<file path="src/include/chc_pkg.sv">
package chc_pkg;
    // Operating modes of the host port
    typedef enum logic [1:0] {
        CHC_MODE_MEMORY = 2'b00,
        CHC_MODE_IO     = 2'b01,
        CHC_MODE_IDE    = 2'b10
    } chc_mode_type;

    // Ready sequencing states
    typedef enum logic [1:0] {
        CHC_RDY_INIT  = 2'b00,
        CHC_RDY_READY = 2'b01,
        CHC_RDY_BUSY  = 2'b10
    } chc_rdy_type;

    // Raw host control pins, all asynchronous to clk
    typedef struct packed {
        logic iowr_n;
        logic oe_n;
        logic we_n;
        logic attr_sel_n;
        logic stop;
        logic dmack_n;
        logic ide_mode_select_n;
        logic card_reset;
    } chc_pins_type;

    localparam int CHC_PIN_WIDTH = 8;

    // Reset sequencing, init time in ns and derived cycles at 250 MHz
    localparam int CHC_CLK_PERIOD_NS  = 4;
    localparam int CHC_INIT_TIME_NS   = 1000;
    localparam int CHC_INIT_CYCLES    = (CHC_INIT_TIME_NS + CHC_CLK_PERIOD_NS - 1) / CHC_CLK_PERIOD_NS;
    localparam int CHC_CNT_WIDTH      = 16;
    localparam logic [CHC_CNT_WIDTH-1:0] CHC_CNT_RESET = 16'h0000;

    // Pulse-mode interrupt width in cycles
    localparam int CHC_IRQ_PULSE_CYCLES = 4;
    localparam logic [3:0] CHC_IRQ_CNT_RESET = 4'h0;

    // Synchroniser reset value, pins idle high except stop and card reset
    localparam logic [CHC_PIN_WIDTH-1:0] CHC_PIN_IDLE = 8'hF6;
endpackage : chc_pkg

</file>
<file path="src/rtl/chc_sync.sv">
`timescale 1ns/1ns
// Two-flop synchroniser for a vector of asynchronous pins
module chc_sync #(
    parameter int                WIDTH = 8,
    parameter logic [WIDTH-1:0]  IDLE  = '0
) (
    input  wire logic             clk,
    input  wire logic             rst_n,
    input  wire logic [WIDTH-1:0] async_in,
    output logic      [WIDTH-1:0] sync_out
);
    logic [WIDTH-1:0] meta_q;

    // First stage feeds only the second
    always_ff @(posedge clk or negedge rst_n)
    begin
        if (!rst_n)
        begin
            meta_q   <= IDLE;
            sync_out <= IDLE;
        end
        else
        begin
            meta_q   <= async_in;
            sync_out <= meta_q;
        end
    end
endmodule : chc_sync

</file>
<file path="src/rtl/chc_edge.sv">
`timescale 1ns/1ns
// Falling and rising edge detector on synchronised signals
module chc_edge #(
    parameter int               WIDTH = 8,
    parameter logic [WIDTH-1:0] IDLE  = '0
) (
    input  wire logic             clk,
    input  wire logic             rst_n,
    input  wire logic [WIDTH-1:0] level_in,
    output logic      [WIDTH-1:0] fall,
    output logic      [WIDTH-1:0] rise
);
    logic [WIDTH-1:0] prev_q;

    // Previous sample for edge compare
    always_ff @(posedge clk or negedge rst_n)
    begin
        if (!rst_n)
            prev_q <= IDLE;
        else
            prev_q <= level_in;
    end

    genvar i;
    generate
        for (i = 0; i < WIDTH; i++)
        begin : g_edge
            assign fall[i] = prev_q[i] & ~level_in[i];
            assign rise[i] = ~prev_q[i] & level_in[i];
        end
    endgenerate
endmodule : chc_edge

</file>
<file path="src/rtl/chc_host_ctrl.sv">
`timescale 1ns/1ns
// What this block does
// - In I/O and IDE modes capture host data on each I/O write strobe.
// - In memory mode the I/O write strobe is ignored.
// - In IDE mode an active Ultra DMA burst ends when the host raises stop.
// - In memory mode output enable drives memory, card info and config reads.
// - In I/O mode output enable serves only card info and config reads.
// - A low IDE mode select input places the device in IDE mode.
// - In memory mode ready is high when idle and low while busy.
// - Ready stays low after any reset until initialisation completes.
// - Configured for I/O, interrupts go low as a pulse or a level.
// - In IDE mode the interrupt request is an active-high output.
// - Memory cycles go to common memory when select high, attribute when low.
// - In IDE mode DMA acknowledge is the host's answer to a DMA request.
// - Memory and I/O modes reset while the card reset input is high, once that pin has been seen low since power-up.
// - Setting the soft-reset configuration bit also resets the device.
// - In IDE mode the reset input is an active-low host reset.
// - In IDE mode the device requests DMA by raising its request output.
module chc_host_ctrl #(
    parameter int DATA_WIDTH  = 16,
    parameter int INIT_CYCLES = chc_pkg::CHC_INIT_CYCLES
) (
    input  wire logic                  clk,
    input  wire logic                  rst_n,
    input  chc_pkg::chc_pins_type      pins,
    input  wire logic [DATA_WIDTH-1:0] host_data,
    input  wire logic                  soft_reset,
    input  wire logic                  io_configured,
    input  wire logic                  irq_level_mode,
    input  wire logic                  irq_event,
    input  wire logic                  irq_clear,
    input  wire logic                  busy,
    input  wire logic                  dma_req,
    input  wire logic                  udma_active,
    output logic      [DATA_WIDTH-1:0] wr_data,
    output logic                       wr_strobe,
    output logic                       rd_strobe,
    output logic                       rd_common,
    output logic                       rd_attr,
    output logic                       wr_common,
    output logic                       wr_attr,
    output logic                       udma_burst_end,
    output logic                       dma_ack,
    output logic                       dmarq,
    output logic                       ready,
    output logic                       card_interrupt_request_n,
    output logic                       intrq,
    output logic [1:0]                 mode,
    output logic                       dev_reset
);
    localparam logic [chc_pkg::CHC_CNT_WIDTH-1:0] INIT_LAST =
        chc_pkg::CHC_CNT_WIDTH'(INIT_CYCLES - 1);
    localparam logic [3:0] IRQ_LOAD = 4'(chc_pkg::CHC_IRQ_PULSE_CYCLES);

    chc_pkg::chc_pins_type pins_s;
    chc_pkg::chc_pins_type pins_f;
    chc_pkg::chc_pins_type pins_r;
    chc_pkg::chc_mode_type mode_q;
    chc_pkg::chc_rdy_type  rdy_q;
    logic [chc_pkg::CHC_CNT_WIDTH-1:0] init_cnt_q;
    logic [3:0]                        irq_cnt_q;
    logic                              irq_pend_q;
    logic                              soft_prev_q;
    logic                              reset_armed_q;
    logic [1:0]                        settle_q;
    logic                              reset_req;
    logic                              is_ide;
    logic                              is_io;
    logic                              is_mem;
    logic [DATA_WIDTH-1:0]             data_q;

    // Pins into clk domain
    chc_sync #(
        .WIDTH (chc_pkg::CHC_PIN_WIDTH),
        .IDLE  (chc_pkg::CHC_PIN_IDLE)
    ) u_sync (
        .clk      (clk),
        .rst_n    (rst_n),
        .async_in (pins),
        .sync_out (pins_s)
    );

    // One pulse per strobe edge
    chc_edge #(
        .WIDTH (chc_pkg::CHC_PIN_WIDTH),
        .IDLE  (chc_pkg::CHC_PIN_IDLE)
    ) u_edge (
        .clk      (clk),
        .rst_n    (rst_n),
        .level_in (pins_s),
        .fall     (pins_f),
        .rise     (pins_r)
    );

    // Data bus sampled twice to line up with the synchronised strobe
    logic [DATA_WIDTH-1:0] data_m_q;
    always_ff @(posedge clk or negedge rst_n)
    begin
        if (!rst_n)
        begin
            data_m_q <= '0;
            data_q   <= '0;
        end
        else
        begin
            data_m_q <= host_data;
            data_q   <= data_m_q;
        end
    end

    // Mode from the select pin; IDE when grounded
    always_ff @(posedge clk or negedge rst_n)
    begin
        if (!rst_n)
            mode_q <= chc_pkg::CHC_MODE_MEMORY;
        else if (!pins_s.ide_mode_select_n)
            mode_q <= chc_pkg::CHC_MODE_IDE;
        else if (io_configured)
            mode_q <= chc_pkg::CHC_MODE_IO;
        else
            mode_q <= chc_pkg::CHC_MODE_MEMORY;
    end

    assign is_ide = (mode_q == chc_pkg::CHC_MODE_IDE);
    assign is_io  = (mode_q == chc_pkg::CHC_MODE_IO);
    assign is_mem = (mode_q == chc_pkg::CHC_MODE_MEMORY);

    // Reset sources: card reset high, IDE reset low, soft-reset rising
    assign reset_req = (is_ide ? ~pins_s.card_reset
                               : (reset_armed_q & pins_s.card_reset))
                     | (soft_reset & ~soft_prev_q);

    always_ff @(posedge clk or negedge rst_n)
    begin
        if (!rst_n)
            soft_prev_q <= 1'b0;
        else
            soft_prev_q <= soft_reset;
    end

    // Card reset counts only once its pin was seen low; a pin tied high resets at power-up only
    always_ff @(posedge clk or negedge rst_n)
    begin
        if (!rst_n)
        begin
            settle_q      <= 2'b00;
            reset_armed_q <= 1'b0;
        end
        else
        begin
            settle_q      <= {settle_q[0], 1'b1};
            reset_armed_q <= reset_armed_q | (settle_q[1] & ~pins_s.card_reset); // Synchroniser settled
        end
    end

    // Ready sequencing: hold low through init after any reset
    always_ff @(posedge clk or negedge rst_n)
    begin
        if (!rst_n)
        begin
            rdy_q      <= chc_pkg::CHC_RDY_INIT;
            init_cnt_q <= chc_pkg::CHC_CNT_RESET;
        end
        else if (reset_req)
        begin
            rdy_q      <= chc_pkg::CHC_RDY_INIT;
            init_cnt_q <= chc_pkg::CHC_CNT_RESET;
        end
        else
        begin
            case (rdy_q)
                chc_pkg::CHC_RDY_INIT:
                begin
                    if (init_cnt_q == INIT_LAST)
                        rdy_q <= chc_pkg::CHC_RDY_READY;
                    else
                        init_cnt_q <= init_cnt_q + 1'b1;
                end
                chc_pkg::CHC_RDY_READY:
                    if (busy)
                        rdy_q <= chc_pkg::CHC_RDY_BUSY;
                chc_pkg::CHC_RDY_BUSY:
                    if (!busy)
                        rdy_q <= chc_pkg::CHC_RDY_READY;
                default:
                    rdy_q <= chc_pkg::CHC_RDY_INIT;
            endcase
        end
    end

    // Ready output and internal reset, registered
    always_ff @(posedge clk or negedge rst_n)
    begin
        if (!rst_n)
        begin
            ready     <= 1'b0;
            dev_reset <= 1'b1;
        end
        else
        begin
            ready     <= (rdy_q == chc_pkg::CHC_RDY_READY) & ~reset_req & ~busy;
            dev_reset <= reset_req | (rdy_q == chc_pkg::CHC_RDY_INIT);
        end
    end

    // Strobes and routing; accesses during init or a reset request are dropped
    logic live;
    assign live = (rdy_q != chc_pkg::CHC_RDY_INIT) & ~reset_req;

    always_ff @(posedge clk or negedge rst_n)
    begin
        if (!rst_n)
        begin
            wr_strobe <= 1'b0;
            wr_data   <= '0;
            rd_strobe <= 1'b0;
            rd_common <= 1'b0;
            rd_attr   <= 1'b0;
            wr_common <= 1'b0;
            wr_attr   <= 1'b0;
        end
        else
        begin
            // I/O write captures data, ignored in memory mode
            wr_strobe <= live & ~is_mem & pins_f.iowr_n;
            if (live & ~is_mem & pins_f.iowr_n)
                wr_data <= data_q;
            // Output enable reads
            rd_strobe <= live & (is_mem | (is_io & ~pins_s.attr_sel_n)) & pins_f.oe_n;
            // Common memory only in memory mode; attribute in memory or I/O
            rd_common <= live & is_mem & pins_f.oe_n & pins_s.attr_sel_n;
            rd_attr   <= live & (is_mem | is_io) & pins_f.oe_n
                       & ~pins_s.attr_sel_n;
            wr_common <= live & is_mem & pins_f.we_n & pins_s.attr_sel_n;
            wr_attr   <= live & ~is_ide & pins_f.we_n & ~pins_s.attr_sel_n;
        end
    end

    // Ultra DMA handshake in IDE mode
    always_ff @(posedge clk or negedge rst_n)
    begin
        if (!rst_n)
        begin
            udma_burst_end <= 1'b0;
            dma_ack        <= 1'b0;
            dmarq          <= 1'b0;
        end
        else
        begin
            udma_burst_end <= is_ide & udma_active & pins_r.stop;
            dma_ack        <= is_ide & live & ~pins_s.dmack_n;
            dmarq          <= is_ide & live & dma_req;
        end
    end

    // Interrupt pending flag; a new event wins over a clear
    always_ff @(posedge clk or negedge rst_n)
    begin
        if (!rst_n)
            irq_pend_q <= 1'b0;
        else if (irq_event)
            irq_pend_q <= 1'b1;
        else if (irq_clear | reset_req)
            irq_pend_q <= 1'b0;
    end

    // Pulse-mode width counter, loaded with the full width so the pin stays low that many cycles
    always_ff @(posedge clk or negedge rst_n)
    begin
        if (!rst_n)
            irq_cnt_q <= chc_pkg::CHC_IRQ_CNT_RESET;
        else if (irq_event & ~irq_level_mode)
            irq_cnt_q <= IRQ_LOAD;
        else if (irq_cnt_q != chc_pkg::CHC_IRQ_CNT_RESET)
            irq_cnt_q <= irq_cnt_q - 1'b1;
    end

    // Interrupt outputs per mode
    always_ff @(posedge clk or negedge rst_n)
    begin
        if (!rst_n)
        begin
            card_interrupt_request_n <= 1'b1;
            intrq                    <= 1'b0;
        end
        else
        begin
            card_interrupt_request_n <= ~(is_io & (irq_level_mode ? irq_pend_q
                                      : (irq_cnt_q != chc_pkg::CHC_IRQ_CNT_RESET)));
            intrq                    <= is_ide & irq_pend_q;
        end
    end

    // Mode reported to the rest of the controller
    always_ff @(posedge clk or negedge rst_n)
    begin
        if (!rst_n)
            mode <= 2'b00;
        else
            mode <= mode_q;
    end
endmodule : chc_host_ctrl

</file>
<file path="config.mk">
export PLATFORM = sky130hd
export DESIGN_NAME = chc_host_ctrl
export DESIGN_NICKNAME = d
export VERILOG_FILES = /design/src/include/chc_pkg.sv /design/src/rtl/chc_sync.sv /design/src/rtl/chc_edge.sv /design/src/rtl/chc_host_ctrl.sv
export SDC_FILE = /design/constraint.sdc
export NUM_CORES = 1
export LEC_CHECK = 0
export BUFFER_PORTS_ARGS = -buffer_cell sky130_fd_sc_hd__buf_2
export CORE_MARGIN = 2
export CORE_UTILIZATION = 57
export CTS_BUF_LIST = sky130_fd_sc_hd__clkbuf_2 sky130_fd_sc_hd__clkbuf_4 sky130_fd_sc_hd__clkbuf_8
export CTS_CLUSTER_DIAMETER = 150
export DETAILED_ROUTE_END_ITERATION = 7
export PLACE_DENSITY = 0.81
export SETUP_SLACK_MARGIN = 0.05
export SYNTH_ARGS = -nofsm -noshare
export SYNTH_HDL_FRONTEND = slang
export SYNTH_SLANG_ARGS = --single-unit
</file>
<file path="constraint.sdc">
create_clock -name clk -period 2.1 [get_ports clk]
set_input_delay 0.21 -clock clk [delete_from_list [all_inputs] [get_ports clk]]
set_output_delay 0.21 -clock clk [all_outputs]
set_load 0.02 [all_outputs]
</file>
==> results.toml <==
[synth]
ys_top_cells_by_area = "dfrtp_1 62%, dfstp_2 12%, mux2_1 2.6%, mux2_2 2.1%, xnor2_1 1.8%"
yosysMostFrequentCell = "dfrtp_1"
synthCells = 263
async_flop_share = 1.00
synth_seq_cells = 112
netlist_area_sq_mm = 0.00384
ys.flop_type = "dfrtp_1"
yosysWarnings = 0
synth_edf_count = 0
synth_top_area_frac = 0.619
syn_avg_cell_area_sq_um = 14.6
synth_nets = 300
yosys-top-cells-count = "95 x dfrtp_1, 17 x dfstp_2, 16 x nor2_1"
seq_area_frac_synth = 0.736
yosys.cell_types.count = 45
yosysTopAreaCell = "dfrtp_1"

[pwr]
seqPwrFrac = 0.561
powerDensity_mw_per_mm2 = 867
p_leak_uw = 0.00234
clockPowerShare = 0.352
vdd_drop_max_mv = 0.838
p_int_uw = 3180
fin_total_pwr_uw = 4170
switchingPower_uw = 994
p_comb_frac = 0.088
swShare = 0.238

[sta]
fin_crit_sh = 0.903
finalSetupViolations = 0
fin_ws_ns = 0.204
final_max_slew_viol_count = 0
final-hold-violation-count = 0
rsz0062_at_grt = "false"
slew_headroom = 0.553
tns_ns = 0
fmax_ghz = 0.528
fin_skew_ns = 0.00643
finalCriticalPeriod_ns = 1.90
tightestPinTransition_ns = 0.665

[global_route]
grt_max_degree = 74
overflow = 0
grt_pass1_wl_microns = 11600
antenna_found_initial = 0
grt_pass1_vias = 2455
track_usage = 0.212

[floorplanning]
core-area_sq_mm = 0.00642
ioPinCount = 65
row_count = 29
die_h_microns = 86.1
fp.dieW_microns = 86.1
initial_core_util = 0.598
dieArea_sq_mm = 0.00740

[clock_network]
root_buffer = "clkbuf_8"
cts_tree = "yes"
clk_latency_ns = 0.37
cts.htree.levels = 3
cts.sinks = 112
clk_pin_slew_ns = 0.10
cts_buffers = 9
cts.path.max_buffers = 2

[setup_path]
cp_slowest_cell = "dfrtp_1"
crit_path_end_kind = "flip-flop"
worst-path-max-fanout = 17
crit_path_start_kind = "flip-flop"
cp.buffers_inverters = 0
cp_cell_sequence = "nand2b_1, a211oi_4, nand4b_4, mux2_1"
r2r-start = "mode_q[1]"
critPathTopFamily = "simple AND/OR/NAND/NOR gates"
cp.required_ns = 2.35
reg2reg_to = "wr_data[10]"
crit_path_end = "wr_data[10]"
reg2reg_setup_slack_ns = 0.20
cpPeakStageDelay_ns = 0.47
crit_path_start = "mode_q[1]"
r2r_cells = 4
cp.depth = 4
cp.arrival_ns = 2.15
crit_type = "flip-flop to flip-flop"

[status]
status = "finished clean"

[place]
io_buffer_count = 64
hpwlAfterDp_microns = 4360
pre_cts_ws_ns = 0.0792
routabilityCongestion = 0.833

[detailed_routing]
viasPerCell = 5.21
wire_per_inst_microns = 15.6
drtIter0Drc = 88
drc = 0
wirelength_microns = 6970
firstDrtPassIters = 4
num_vias = 2333
ant_nets = 0

[layout]
layout-drive-gt1-share = 0.315
fill_cells = 395
diodes = 0
area_growth_syn_to_layout_pct = 25.5
fin_nets = 403

[min_path]
min_path_type = "input pin to flip-flop"

[flow_run]
maxCapViolations = 0
## layer usage
layer / share of wire / up-vias / GRT usage
li1: - / 1097 / -
met1: 0.38 / 1178 / 0.244
met2: 0.56 / 51 / 0.374
met3: 0.047 / 7 / 0.0703
met4: 0.0082 / 0 / 0.0678
met5: 0 / - / 0
## cell type report
| cell class | instances | area, sq um | area share |
|---|---|---|---|
| clock buffers | 10 | 138 | 0.0286 |
| clock inverters | 6 | 113 | 0.0234 |
| inverters | 11 | 41.3 | 0.00857 |
| multi-input cells | 136 | 963 | 0.200 |
| flip-flops and latches | 112 | 2820 | 0.586 |
| well taps | 77 | 96.3 | 0.0200 |
| repair buffers | 96 | 641 | 0.133 |
## sequential cells by signal (all words and copies together) (netlist names), 4 cells and up
signal and cells:
data_m_q 16, data_q 16, init_cnt_q 16, irq_cnt_q 4
u_edge.prev_q 4, u_sync.meta_q 8, u_sync.sync_out 8, wr_data 16
## cells by family after synthesis
kind of cell,synth area share
buf+inv,0.0153
flops,0.736
fa+ha+maj,0.00978
other cells,0.000977
xor+xnor,0.0274
mux,0.0470
simple gates,0.121
compound gates,0.0424
## worst min-delay path by stage
stage	slack [ns]	from	endpoint	cells after the start
after global routing	0.02	irq_event	irq_pend_q	2
after floorplan	-0.09	rst_n	data_m_q[0]	0
after global placement	0.25	rst_n	init_cnt_q[14]	2
final	0.05	irq_event	irq_pend_q	2
after detailed placement	0.25	rst_n	init_cnt_q[2]	2
after CTS	0.03	udma_active	udma_burst_end	3
## power groups by stage
stage / combinational, uW / clock [uW] / sequential (uW)
floorplan: 177 / 0 / 2370
global placement: 298 / 0 / 2370
detailed placement: 325 / 0 / 2380
CTS: 367 / 1500 / 2340
global route: 418 / 1600 / 2350
finish: 366 / 1470 / 2340
## metrics by stage
stage                     utilization  cell area [sq um]  instances  hold WS (ns)
after floorplan                     -               3840        263       -0.0856
after global placement          0.669               4300        406         0.254
after detailed placement        0.669               4300        406         0.252
after CTS                       0.748               4810        448        0.0267
after global routing            0.750               4820        448        0.0211
final                           0.750               4820        448        0.0477
## what timing repair did
item,CTS,global route
endpoints found under the hold margin,120,0
buffers inserted,0,0
endpoints found under the setup margin,0,4
resized for setup,0,1
hold buffers,26,0
## placed cells by master, fill, tap and decap left out, drive strengths merged, types with 3 or more instances in the layout
cell and n:
a211oi 3, a21oi 8, and2 3, buf 70, clkbuf 10, dfrtp 95
dfstp 17, dlygate4sd3 26, ha 3, inv 13, mux2 16, nand2 11
nand3 3, nand4 5, nor2 16, nor2b 4, nor3 10, nor4 4
o21ai 9, or3 6, xnor2 8, xor2 4
Power figures use the tool's default switching activity.
